$ cat config.mk
export PLATFORM = sky130hd
export DESIGN_NAME = fan_pwm_cfg
export DESIGN_NICKNAME = d
export VERILOG_FILES = /design/src/rtl/fan_pwm_cfg.v
export VERILOG_INCLUDE_DIRS = /design/src /design/src/rtl
export SDC_FILE = /design/constraint.sdc
export NUM_CORES = 2
export LEC_CHECK = 0
export ABC_AREA = 1
export BUFFER_PORTS_ARGS = -buffer_cell sky130_fd_sc_hd__buf_4
export CORE_ASPECT_RATIO = 1.75
export CORE_MARGIN = 2
export CORE_UTILIZATION = 28
export DETAILED_ROUTE_END_ITERATION = 10
export PLACE_DENSITY = 0.42
export RECOVER_POWER = 100
export SLEW_MARGIN = 40
export SYNTH_ARGS = -nofsm -noshare
export SYNTH_HDL_FRONTEND = slang
export SYNTH_SLANG_ARGS = --single-unit
$ cat constraint.sdc
create_clock -name ref_clk -period 27 [get_ports ref_clk]
set_input_delay 2.7 -clock ref_clk [delete_from_list [all_inputs] [get_ports ref_clk]]
set_output_delay 2.7 -clock ref_clk [all_outputs]
set_load 0.01 [all_outputs]
$ cat src/rtl/fan_pwm_defines.vh
`ifndef FAN_PWM_DEFINES_VH
`define FAN_PWM_DEFINES_VH

`define CLK_HZ            200000000
`define CLK_MHZ           200

// Register indices; byte address is four times the index
`define IDX_SLOPE_FREQ1   10'h05f
`define IDX_SLOPE_FREQ2   10'h060
`define IDX_SLOPE_FREQ3   10'h061
`define IDX_ACOUSTIC1     10'h062
`define IDX_CONFIG        10'h040
`define IDX_AUTO1         10'h041
`define IDX_AUTO2         10'h042
`define IDX_AUTO3         10'h043
`define IDX_STATUS        10'h044

`define SLOPE_PWM_RATE_SELECT_RESET  8'hc4
`define ACOUSTIC_RESET    8'h00
`define CONFIG_RESET      4'h0
`define AUTO_RESET        28'h464405a

// Slope/frequency fields
`define PWM_RATE_SELECT_LSB          0
`define ALARM_EN_BIT      3
`define SLOPE_LSB         4
// Acoustic fields
`define RAMP_LSB          0
`define RAMP_EN_BIT       3
`define SYNC_BIT          4
`define FLOOR_LSB         5
// Config fields
`define LOCK_BIT          0
`define AUTO_EN_LSB       1

// Output frequencies in millihertz, 256 duty steps per period
`define PWM_STEPS         256
`define FREQ0_MHZ         11000
`define FREQ1_MHZ         14700
`define FREQ2_MHZ         22100
`define FREQ3_MHZ         29400
`define FREQ4_MHZ         35300
`define FREQ5_MHZ         44100
`define FREQ6_MHZ         58800
`define FREQ7_MHZ         88200

// Slowest ramp: 33% to 100% (171 steps) in 35 s
`define RAMP_FULL_US      35000000
`define RAMP_SPAN_STEPS   171

// Alarm held for one full monitoring cycle: two cycle boundaries
`define ALARM_HOLD_TICKS  2'd2

`endif

$ cat src/rtl/fan_pwm_cfg.v
// Behaviour
// Frequency code selects PWM rate, 11.0-88.2 Hz
// Reset: frequency code 100, slope code 1100
// Alarm enabled: pull pin when over limit+0.25C
// Hold alarm until temperature at or below limit
// Alarm lasts at least one full monitoring cycle
// Alarm disabled: never drive pin from channel
// Slope code sets duty-rise temperature span
// Reserved slope code 1110 uses 40C span
// Lock makes slope, frequency, acoustic registers read-only
// Ramp fan one toward new duty by code
// Acoustic enable bit turns fan one ramp on
// Sync set: speed inputs 2,3,4 follow fan three
// Sync clear: only speed inputs 3,4 follow
// Floor bits pick zero or minimum duty below threshold
// Channels pair remote1, local, remote2 with fans 1-3
`timescale 1ns/1ps
`include "fan_pwm_defines.vh"

module fan_pwm_cfg #(
    parameter [31:0] step_div_0       = `CLK_HZ / (`FREQ0_MHZ * `PWM_STEPS / 1000),
    // Faster rates scale from the slowest, so one override retimes all eight
    parameter [31:0] step_div_1       = step_div_0 * `FREQ0_MHZ / `FREQ1_MHZ,
    parameter [31:0] step_div_2       = step_div_0 * `FREQ0_MHZ / `FREQ2_MHZ,
    parameter [31:0] step_div_3       = step_div_0 * `FREQ0_MHZ / `FREQ3_MHZ,
    parameter [31:0] step_div_4       = step_div_0 * `FREQ0_MHZ / `FREQ4_MHZ,
    parameter [31:0] step_div_5       = step_div_0 * `FREQ0_MHZ / `FREQ5_MHZ,
    parameter [31:0] step_div_6       = step_div_0 * `FREQ0_MHZ / `FREQ6_MHZ,
    parameter [31:0] step_div_7       = step_div_0 * `FREQ0_MHZ / `FREQ7_MHZ,
    parameter [31:0] ramp_slot_cycles = `RAMP_FULL_US / `RAMP_SPAN_STEPS * `CLK_MHZ
) (
    input  wire        ref_clk,
    input  wire        rstn,
    input  wire        psel,
    input  wire        penable,
    input  wire        pwrite,
    input  wire [11:0] paddr,
    input  wire [31:0] pwdata,
    output wire [31:0] prdata,
    output wire        pready,
    output wire        pslverr,
    input  wire [9:0]  temp_remote1,
    input  wire [9:0]  temp_local,
    input  wire [9:0]  temp_remote2,
    input  wire        monitor_cycle_tick,
    input  wire        thermal_alarm_pin_in,
    output wire        thermal_alarm_pin_out,
    output wire        thermal_alarm_pin_oe,
    output wire        fan_drive_one,
    output wire        fan_drive_two,
    output wire        fan_drive_three,
    output wire        speed_sync_two,
    output wire        speed_sync_three,
    output wire        speed_sync_four
);

    reg  [31:0] prdata_reg;
    reg         pready_reg;
    reg         pslverr_reg;
    reg  [23:0] slope_pwm_rate_select_reg;
    reg  [7:0]  acoustic_reg;
    reg  [3:0]  config_reg;
    reg  [83:0] auto_reg;
    reg  [2:0]  speed_sync_reg;
    reg         alarm_oe_reg;
    reg  [25:0] slot_cnt_reg;
    reg         slot_tick_reg;
    reg  [31:0] rd_val;
    reg         hit;
    wire [29:0] temp_all;
    wire [2:0]  alarm_w;
    wire [2:0]  drive_w;
    wire [23:0] duty_w;
    wire        setup;
    wire        access;
    wire        wr;
    wire        locked;
    wire [9:0]  idx;

    assign temp_all = {temp_remote2, temp_local, temp_remote1};
    assign setup    = psel & ~penable;
    assign access   = psel & penable & pready_reg;
    assign wr       = access & pwrite & ~pslverr_reg;
    assign locked   = config_reg[`LOCK_BIT];
    assign idx      = paddr[11:2];

    function [31:0] step_div;
        input [2:0] code;
        begin
            case (code)
                3'd0:    step_div = step_div_0;
                3'd1:    step_div = step_div_1;
                3'd2:    step_div = step_div_2;
                3'd3:    step_div = step_div_3;
                3'd4:    step_div = step_div_4;
                3'd5:    step_div = step_div_5;
                3'd6:    step_div = step_div_6;
                default: step_div = step_div_7;
            endcase
        end
    endfunction

    // Duty gain per quarter degree, scaled by 256: 65280 / span_in_quarters
    function [12:0] slope_gain;
        input [3:0] code;
        begin
            case (code)
                4'h0:    slope_gain = 13'd8160;
                4'h1:    slope_gain = 13'd6528;
                4'h2:    slope_gain = 13'd4896;
                4'h3:    slope_gain = 13'd4080;
                4'h4:    slope_gain = 13'd3264;
                4'h5:    slope_gain = 13'd2448;
                4'h6:    slope_gain = 13'd2040;
                4'h7:    slope_gain = 13'd1632;
                4'h8:    slope_gain = 13'd1224;
                4'h9:    slope_gain = 13'd1020;
                4'ha:    slope_gain = 13'd816;
                4'hb:    slope_gain = 13'd612;
                4'hc:    slope_gain = 13'd510;
                4'hd:    slope_gain = 13'd408;
                4'he:    slope_gain = 13'd408;
                default: slope_gain = 13'd204;
            endcase
        end
    endfunction

    function [5:0] ramp_inc;
        input [2:0] code;
        begin
            case (code)
                3'd0:    ramp_inc = 6'd1;
                3'd1:    ramp_inc = 6'd2;
                3'd2:    ramp_inc = 6'd3;
                3'd3:    ramp_inc = 6'd5;
                3'd4:    ramp_inc = 6'd8;
                3'd5:    ramp_inc = 6'd12;
                3'd6:    ramp_inc = 6'd24;
                default: ramp_inc = 6'd48;
            endcase
        end
    endfunction

    always @* begin
        hit    = 1'b1;
        rd_val = 32'h0000_0000;
        case (idx)
            `IDX_SLOPE_FREQ1: rd_val = {24'h00_0000, slope_pwm_rate_select_reg[7:0]};
            `IDX_SLOPE_FREQ2: rd_val = {24'h00_0000, slope_pwm_rate_select_reg[15:8]};
            `IDX_SLOPE_FREQ3: rd_val = {24'h00_0000, slope_pwm_rate_select_reg[23:16]};
            `IDX_ACOUSTIC1:   rd_val = {24'h00_0000, acoustic_reg};
            `IDX_CONFIG:      rd_val = {28'h000_0000, config_reg};
            `IDX_AUTO1:       rd_val = {4'h0, auto_reg[27:0]};
            `IDX_AUTO2:       rd_val = {4'h0, auto_reg[55:28]};
            `IDX_AUTO3:       rd_val = {4'h0, auto_reg[83:56]};
            `IDX_STATUS:      rd_val = {duty_w, 3'b000, locked, thermal_alarm_pin_in, alarm_w};
            default:          hit    = 1'b0;
        endcase
    end

    // Zero-wait slave: answer prepared in setup, ready in the access cycle
    always @(posedge ref_clk or negedge rstn) begin
        if (!rstn) begin
            prdata_reg  <= 32'h0000_0000;
            pready_reg  <= 1'b0;
            pslverr_reg <= 1'b0;
        end else if (setup) begin
            prdata_reg  <= pwrite ? 32'h0000_0000 : rd_val;
            pready_reg  <= 1'b1;
            pslverr_reg <= ~hit;
        end else if (access) begin
            pready_reg  <= 1'b0;
            pslverr_reg <= 1'b0;
        end
    end

    always @(posedge ref_clk or negedge rstn) begin
        if (!rstn) begin
            slope_pwm_rate_select_reg <= {3{`SLOPE_PWM_RATE_SELECT_RESET}};
            acoustic_reg   <= `ACOUSTIC_RESET;
            config_reg     <= `CONFIG_RESET;
            auto_reg       <= {3{`AUTO_RESET}};
        end else if (wr) begin
            case (idx)
                `IDX_SLOPE_FREQ1: if (!locked) slope_pwm_rate_select_reg[7:0]   <= pwdata[7:0];
                `IDX_SLOPE_FREQ2: if (!locked) slope_pwm_rate_select_reg[15:8]  <= pwdata[7:0];
                `IDX_SLOPE_FREQ3: if (!locked) slope_pwm_rate_select_reg[23:16] <= pwdata[7:0];
                `IDX_ACOUSTIC1:   if (!locked) acoustic_reg          <= pwdata[7:0];
                // Lock is sticky until reset so it cannot be undone by software
                `IDX_CONFIG:      config_reg <= {pwdata[3:1], pwdata[0] | locked};
                `IDX_AUTO1:       auto_reg[27:0]  <= pwdata[27:0];
                `IDX_AUTO2:       auto_reg[55:28] <= pwdata[27:0];
                `IDX_AUTO3:       auto_reg[83:56] <= pwdata[27:0];
                default: ;
            endcase
        end
    end

    // Ramp time-slot divider
    always @(posedge ref_clk or negedge rstn) begin
        if (!rstn) begin
            slot_cnt_reg  <= 26'd0;
            slot_tick_reg <= 1'b0;
        end else if (slot_cnt_reg >= ramp_slot_cycles[25:0] - 26'd1) begin
            slot_cnt_reg  <= 26'd0;
            slot_tick_reg <= 1'b1;
        end else begin
            slot_cnt_reg  <= slot_cnt_reg + 26'd1;
            slot_tick_reg <= 1'b0;
        end
    end

    genvar i;
    generate
        for (i = 0; i < 3; i = i + 1) begin : chan
            wire [7:0]  sf;
            wire [27:0] au;
            wire [9:0]  t;
            wire [9:0]  fan_start_temperature_q;
            wire [9:0]  limit_q;
            wire [9:0]  hyst_q;
            wire [9:0]  low_q;
            wire [9:0]  over;
            wire [22:0] prod;
            wire [15:0] sum;
            wire [7:0]  auto_duty;
            wire [7:0]  floor_duty;
            wire [7:0]  target;
            wire        ramp_on;
            wire [8:0]  up;
            wire [8:0]  down;
            wire        alarm_en;
            wire [31:0] div;
            reg         running_reg;
            reg  [7:0]  duty_reg;
            reg  [16:0] pre_reg;
            reg  [7:0]  step_reg;
            reg         drive_reg;
            reg         alarm_reg;
            reg  [1:0]  hold_reg;

            assign sf        = slope_pwm_rate_select_reg[8*i +: 8];
            assign au        = auto_reg[28*i +: 28];
            assign t         = temp_all[10*i +: 10];
            assign fan_start_temperature_q    = {au[7:0], 2'b00};
            assign limit_q   = {au[23:16], 2'b00};
            assign hyst_q    = {4'h0, au[27:24], 2'b00};
            assign low_q     = (fan_start_temperature_q >= hyst_q) ? fan_start_temperature_q - hyst_q : 10'd0;
            assign over      = (t > fan_start_temperature_q) ? t - fan_start_temperature_q : 10'd0;
            assign prod      = over * slope_gain(sf[`SLOPE_LSB +: 4]);
            assign sum       = {8'h00, au[15:8]} + {1'b0, prod[22:8]};
            assign auto_duty = (sum > 16'd255) ? 8'hff : sum[7:0];
            assign floor_duty = acoustic_reg[`FLOOR_LSB + i] ? au[15:8] : 8'h00;
            assign target    = !config_reg[`AUTO_EN_LSB + i] ? au[15:8] :
                               (running_reg ? auto_duty : floor_duty);
            assign ramp_on   = (i == 0) && acoustic_reg[`RAMP_EN_BIT];
            assign up        = {1'b0, duty_reg} + {3'b000, ramp_inc(acoustic_reg[`RAMP_LSB +: 3])};
            assign down      = {1'b0, duty_reg} - {3'b000, ramp_inc(acoustic_reg[`RAMP_LSB +: 3])};
            assign alarm_en  = sf[`ALARM_EN_BIT];
            assign div       = step_div(sf[`PWM_RATE_SELECT_LSB +: 3]);

            assign drive_w[i]          = drive_reg;
            assign alarm_w[i]          = alarm_reg;
            assign duty_w[8*i +: 8]    = duty_reg;

            // Hysteresis band keeps the last on/off decision
            always @(posedge ref_clk or negedge rstn) begin
                if (!rstn) begin
                    running_reg <= 1'b0;
                end else if (t >= fan_start_temperature_q) begin
                    running_reg <= 1'b1;
                end else if (t < low_q) begin
                    running_reg <= 1'b0;
                end
            end

            always @(posedge ref_clk or negedge rstn) begin
                if (!rstn) begin
                    duty_reg <= 8'h00;
                end else if (!ramp_on) begin
                    duty_reg <= target;
                end else if (slot_tick_reg) begin
                    if (duty_reg < target) begin
                        duty_reg <= (up[8] || up[7:0] > target) ? target : up[7:0];
                    end else if (duty_reg > target) begin
                        duty_reg <= (down[8] || down[7:0] < target) ? target : down[7:0];
                    end
                end
            end

            // Current step ends at once, without counter wrap, if a faster rate is chosen mid-step
            always @(posedge ref_clk or negedge rstn) begin
                if (!rstn) begin
                    pre_reg   <= 17'd0;
                    step_reg  <= 8'h00;
                    drive_reg <= 1'b0;
                end else begin
                    if (pre_reg >= div[16:0] - 17'd1) begin
                        pre_reg  <= 17'd0;
                        step_reg <= step_reg + 8'h01;
                    end else begin
                        pre_reg <= pre_reg + 17'd1;
                    end
                    drive_reg <= (duty_reg == 8'hff) || (step_reg < duty_reg);
                end
            end

            always @(posedge ref_clk or negedge rstn) begin
                if (!rstn) begin
                    alarm_reg <= 1'b0;
                    hold_reg  <= 2'd0;
                end else if (!alarm_en) begin
                    alarm_reg <= 1'b0;
                    hold_reg  <= 2'd0;
                end else if (!alarm_reg) begin
                    if (t > limit_q) begin
                        alarm_reg <= 1'b1;
                    end
                    hold_reg <= 2'd0;
                end else begin
                    if (monitor_cycle_tick && hold_reg != `ALARM_HOLD_TICKS) begin
                        hold_reg <= hold_reg + 2'd1;
                    end
                    if (t <= limit_q && hold_reg == `ALARM_HOLD_TICKS) begin
                        alarm_reg <= 1'b0;
                    end
                end
            end
        end
    endgenerate

    always @(posedge ref_clk or negedge rstn) begin
        if (!rstn) begin
            alarm_oe_reg   <= 1'b0;
            speed_sync_reg <= 3'b110;
        end else begin
            alarm_oe_reg   <= |alarm_w;
            speed_sync_reg <= {2'b11, acoustic_reg[`SYNC_BIT]};
        end
    end

    assign prdata                = prdata_reg;
    assign pready                = pready_reg;
    assign pslverr               = pslverr_reg;
    // Open drain: only ever pulls low
    assign thermal_alarm_pin_out = 1'b0;
    assign thermal_alarm_pin_oe  = alarm_oe_reg;
    assign fan_drive_one         = drive_w[0];
    assign fan_drive_two         = drive_w[1];
    assign fan_drive_three       = drive_w[2];
    assign speed_sync_two        = speed_sync_reg[0];
    assign speed_sync_three      = speed_sync_reg[1];
    assign speed_sync_four       = speed_sync_reg[2];

endmodule

==> flow_metrics.py <==
metrics = {
    "synth": {
        "syn-mean-instance-area_um2": 7.59,
        "netlist_area_mm2": 0.0326,
        "synth_top_area_cell": "dfrtp_1",
        "synth_area_leaders": "dfrtp_1 (20%), ha_1 (16%), fa_1 (15%)",
        "synth-seq-cells": 297,
        "synth_edf_count": 0,
        "async_flop_share_pct": 100,
        "synthFlopType": "dfrtp_1",
        "synth.distinct_cells": 58,
        "synth_commonest_cells": "nand2_1 (848), inv_1 (794), nor2_1 (492), ha_1 (407), dfrtp_1 (261)",
        "ys_warn_count": 0,
        "synth_top_cell_area_share_pct": 20.0,
        "syn_inst": 4302,
        "synth_most_common_cell": "nand2_1",
        "ys_seq_area_share_pct": 22.9,
    },
    "sta": {
        "report.final.slew_viol_count": 537,
        "period_needed_ns": 15.71,
        "tns_ns": 0,
        "final.setup_skew_ns": 0.0163,
        "worst_pin_slew_ns": 5.65,
        "hold_viol": 0,
        "hold_ws_ns": 0.457,
        "period_share_pct": 58.2,
        "finalSetupViolCount": 0,
        "relSlewSlack_pct": -276,
        "fmax_mhz": 63.6,
        "rsz0062_at_grt": "no",
        "setup_ws_ns": 11.29,
    },
    "clock_tree": {
        "cts_setup_buffers": 0,
        "htreeDepth": 1,
        "clock_latency_ns": 0.62,
        "cts_tree": "built",
        "cts_buffers": 31,
        "ctsResizeCount": 0,
        "path_clk_slew_ns": 0.07,
        "root_buffer": "clkbuf_16",
        "cts_max_path_buffers": 3,
        "hold_buffers": 0,
        "clock-sinks": 297,
    },
    "floorplan": {
        "die_h_um": 456,
        "core_area_mm2": 0.116,
        "initial_core_util_pct": 28.2,
        "rows": 165,
        "die_width_um": 262,
        "boundaryPins": 123,
        "dieArea_mm2": 0.119,
    },
    "power_and_ir_drop": {
        "p_per_area_mw_per_mm2": 80.8,
        "leakage_nw": 18.3,
        "vdd_ir_drop_max_uv": 100,
    },
    "grt": {
        "gr-usage-all-layers_pct": 19.4,
        "grt_pass1_wl_um": 176000,
        "antenna_found_initial": 5,
        "grt_pass1_vias": 30000,
        "grt_start_max_net_pins": 133,
        "grt.overflow.total": 0,
    },
    "setup_path": {
        "path_max_fanout": 98,
        "crit_path_start_kind": "input port",
        "arrival_ns": 15.63,
        "required_ns": 26.92,
        "end_kind": "asynchronous set/reset pin",
        "worst-setup-path-type": "input port to asynchronous set/reset pin",
    },
    "flow_run": {
        "drv_cap": 10,
    },
    "route": {
        "vias": 28400,
        "avgViaCountPerCell": 4.79,
        "drc": 0,
        "first_pass_iters": 5,
        "drt_iter0_drc": 1250,
        "avgRoutedWirePerCell_um": 19.3,
        "antenna_left": 0,
        "postRouteWirelength_um": 114000,
    },
    "layout": {
        "drive_gt1_share_pct": 4.90,
        "fill_cells": 12700,
        "nNetsFinal": 5135,
        "largest_reg_flops": 84,
        "syn_to_final_growth_pct": 10.8,
    },
    "placed_design": {
        "place_congestion": 0.875,
        "portBuffers": 113,
        "dp_hpwl_um": 96000,
        "place_ws_ns": 13.08,
    },
    "hold_path": {
        "hold_class": "flop to flop",
    },
    "run_status": {
        "violations": "capacitance limit, slew limit",
        "outcome": "finished, violations left",
    },
}
[final timing paths]
| path | slack (ns) | start | cells past startpoint | end |
|---|---|---|---|---|
| max | 11.29 | rstn | 5 | thermal_alarm_pin_oe$_DFF_PN0_ |
| min | 0.46 | slot_cnt_reg[0]$_DFF_PN0_ | 1 | slot_cnt_reg[0]$_DFF_PN0_ |
| max reg2reg | 14.61 | auto_reg[1]$_DFFE_PN1P_ | 54 | chan[0].duty_reg[3]$_DFFE_PN0P_ |
| min reg2reg | 0.46 | slot_cnt_reg[0]$_DFF_PN0_ | 1 | slot_cnt_reg[0]$_DFF_PN0_ |
| max in group ref_clk | 12.69 | temp_remote1[3] | 51 | chan[0].duty_reg[3]$_DFFE_PN0P_ |
| min in group asynchronous | 3.14 | rstn | 1 | slot_cnt_reg[14]$_DFF_PN0_ |
[cells by family (layout without fill, tap and decap cells)]
family | after synthesis | in the layout | synth area share (%)
xor gates and xnor gates | 116 | 116 | 3.11
adders and majority gates | 649 | 649 | 30.4
buffers and inverters | 886 | 1012 | 10.3
other | 2 | 4 | 0.0230
DFF | 297 | 297 | 22.9
and+or+nand+nor | 1661 | 1661 | 21.0
muxes | 1 | 1 | 0.0345
AOI/OAI and AO/OA | 690 | 690 | 12.2
[through the flow]
| stage | total power [mW] | cells | util, % | cell area (um2) |
|---|---|---|---|---|
| final | 2.92 | 5933 | 31.3 | 36100 |
| after global placement | 2.48 | 5872 | 30.5 | 35300 |
| after CTS | 2.99 | 5931 | 31.5 | 36500 |
| after detailed placement | 2.48 | 5874 | 30.6 | 35400 |
| after global routing | 3.24 | 5933 | 31.3 | 36100 |
| after floorplan | 1.96 | 4303 | - | 32600 |
[cells in the final DEF (no fill, tap or decap), types with 6 or more instances in the layout]
| cell type | synthesis | final |
|---|---|---|
| ha_1 | 407 | 407 |
| clkbuf_1 | 62 | 60 |
| nor2_2 | 2 | 7 |
| dfrtp_1 | 261 | 261 |
| nand2_2 | 12 | 11 |
| a21oi_1 | 215 | 216 |
| or2_2 | 7 | 7 |
| clkinv_1 | 14 | 14 |
| nand2_1 | 848 | 849 |
| nor4_1 | 14 | 14 |
| buf_4 | 6 | 80 |
| inv_1 | 794 | 794 |
| clkbuf_16 | 0 | 31 |
| xor2_1 | 81 | 81 |
| o21bai_1 | 26 | 26 |
| a31oi_1 | 17 | 17 |
| nor2_1 | 492 | 488 |
| clkbuf_8 | 0 | 9 |
| nand3b_1 | 8 | 8 |
| a221oi_1 | 29 | 29 |
| dfstp_2 | 36 | 34 |
| a22o_1 | 6 | 6 |
| a211oi_1 | 15 | 15 |
| a22oi_1 | 11 | 11 |
| nand4_1 | 39 | 39 |
| fa_1 | 242 | 242 |
| o22ai_1 | 40 | 40 |
| o211ai_1 | 11 | 11 |
| nor3_1 | 75 | 72 |
| o221ai_1 | 6 | 6 |
| a21o_1 | 10 | 10 |
| xnor2_1 | 35 | 35 |
| nand3_1 | 135 | 136 |
| nor3b_1 | 8 | 8 |
| o21a_1 | 11 | 11 |
| clkinv_2 | 0 | 7 |
| o21ai_0 | 260 | 263 |
[worst max-delay path, stage by stage]
cell and delay, ns:
clkbuf_1 2.20, clkbuf_1 2.19, clkbuf_1 1.57, clkbuf_1 4.03, clkbuf_1 2.74
[report_power, final]
part	leakage, nW	internal, mW	switching (mW)	total (mW)
Combinational	13.8	0.753	1.25	2.00
Clock	0.537	0.264	0.210	0.474
Sequential	3.94	0.446	0.00131	0.447
Total	18.3	1.46	1.46	2.92
[cell type report]
| class | instances | area (um2) | area share [%] |
|---|---|---|---|
| inverter | 813 | 3050 | 8.44 |
| clock buffer | 43 | 911 | 2.52 |
| multi-input combinational | 3120 | 21800 | 60.3 |
| sequential | 297 | 7480 | 20.7 |
| clock inverter | 14 | 160 | 0.443 |
| tap | 1503 | 1880 | 5.20 |
| timing repair buffer | 142 | 856 | 2.37 |
| antenna | 1 | 2.50 | 0.00692 |
[routing by layer]
| metal | GRT usage [%] | wire, um | part of all wire (%) | up-vias |
|---|---|---|---|---|
| li1 | - | - | - | 14000 |
| met4 | 8.46 | 5550 | 4.9 | 4 |
| met3 | 1.27 | 2670 | 2.3 | 183 |
| met1 | 20.5 | 42400 | 37 | 13800 |
| met5 | 0 | 23 | 0.020 | - |
| met2 | 38.2 | 63600 | 56 | 482 |
Power figures use the tool's default switching activity.
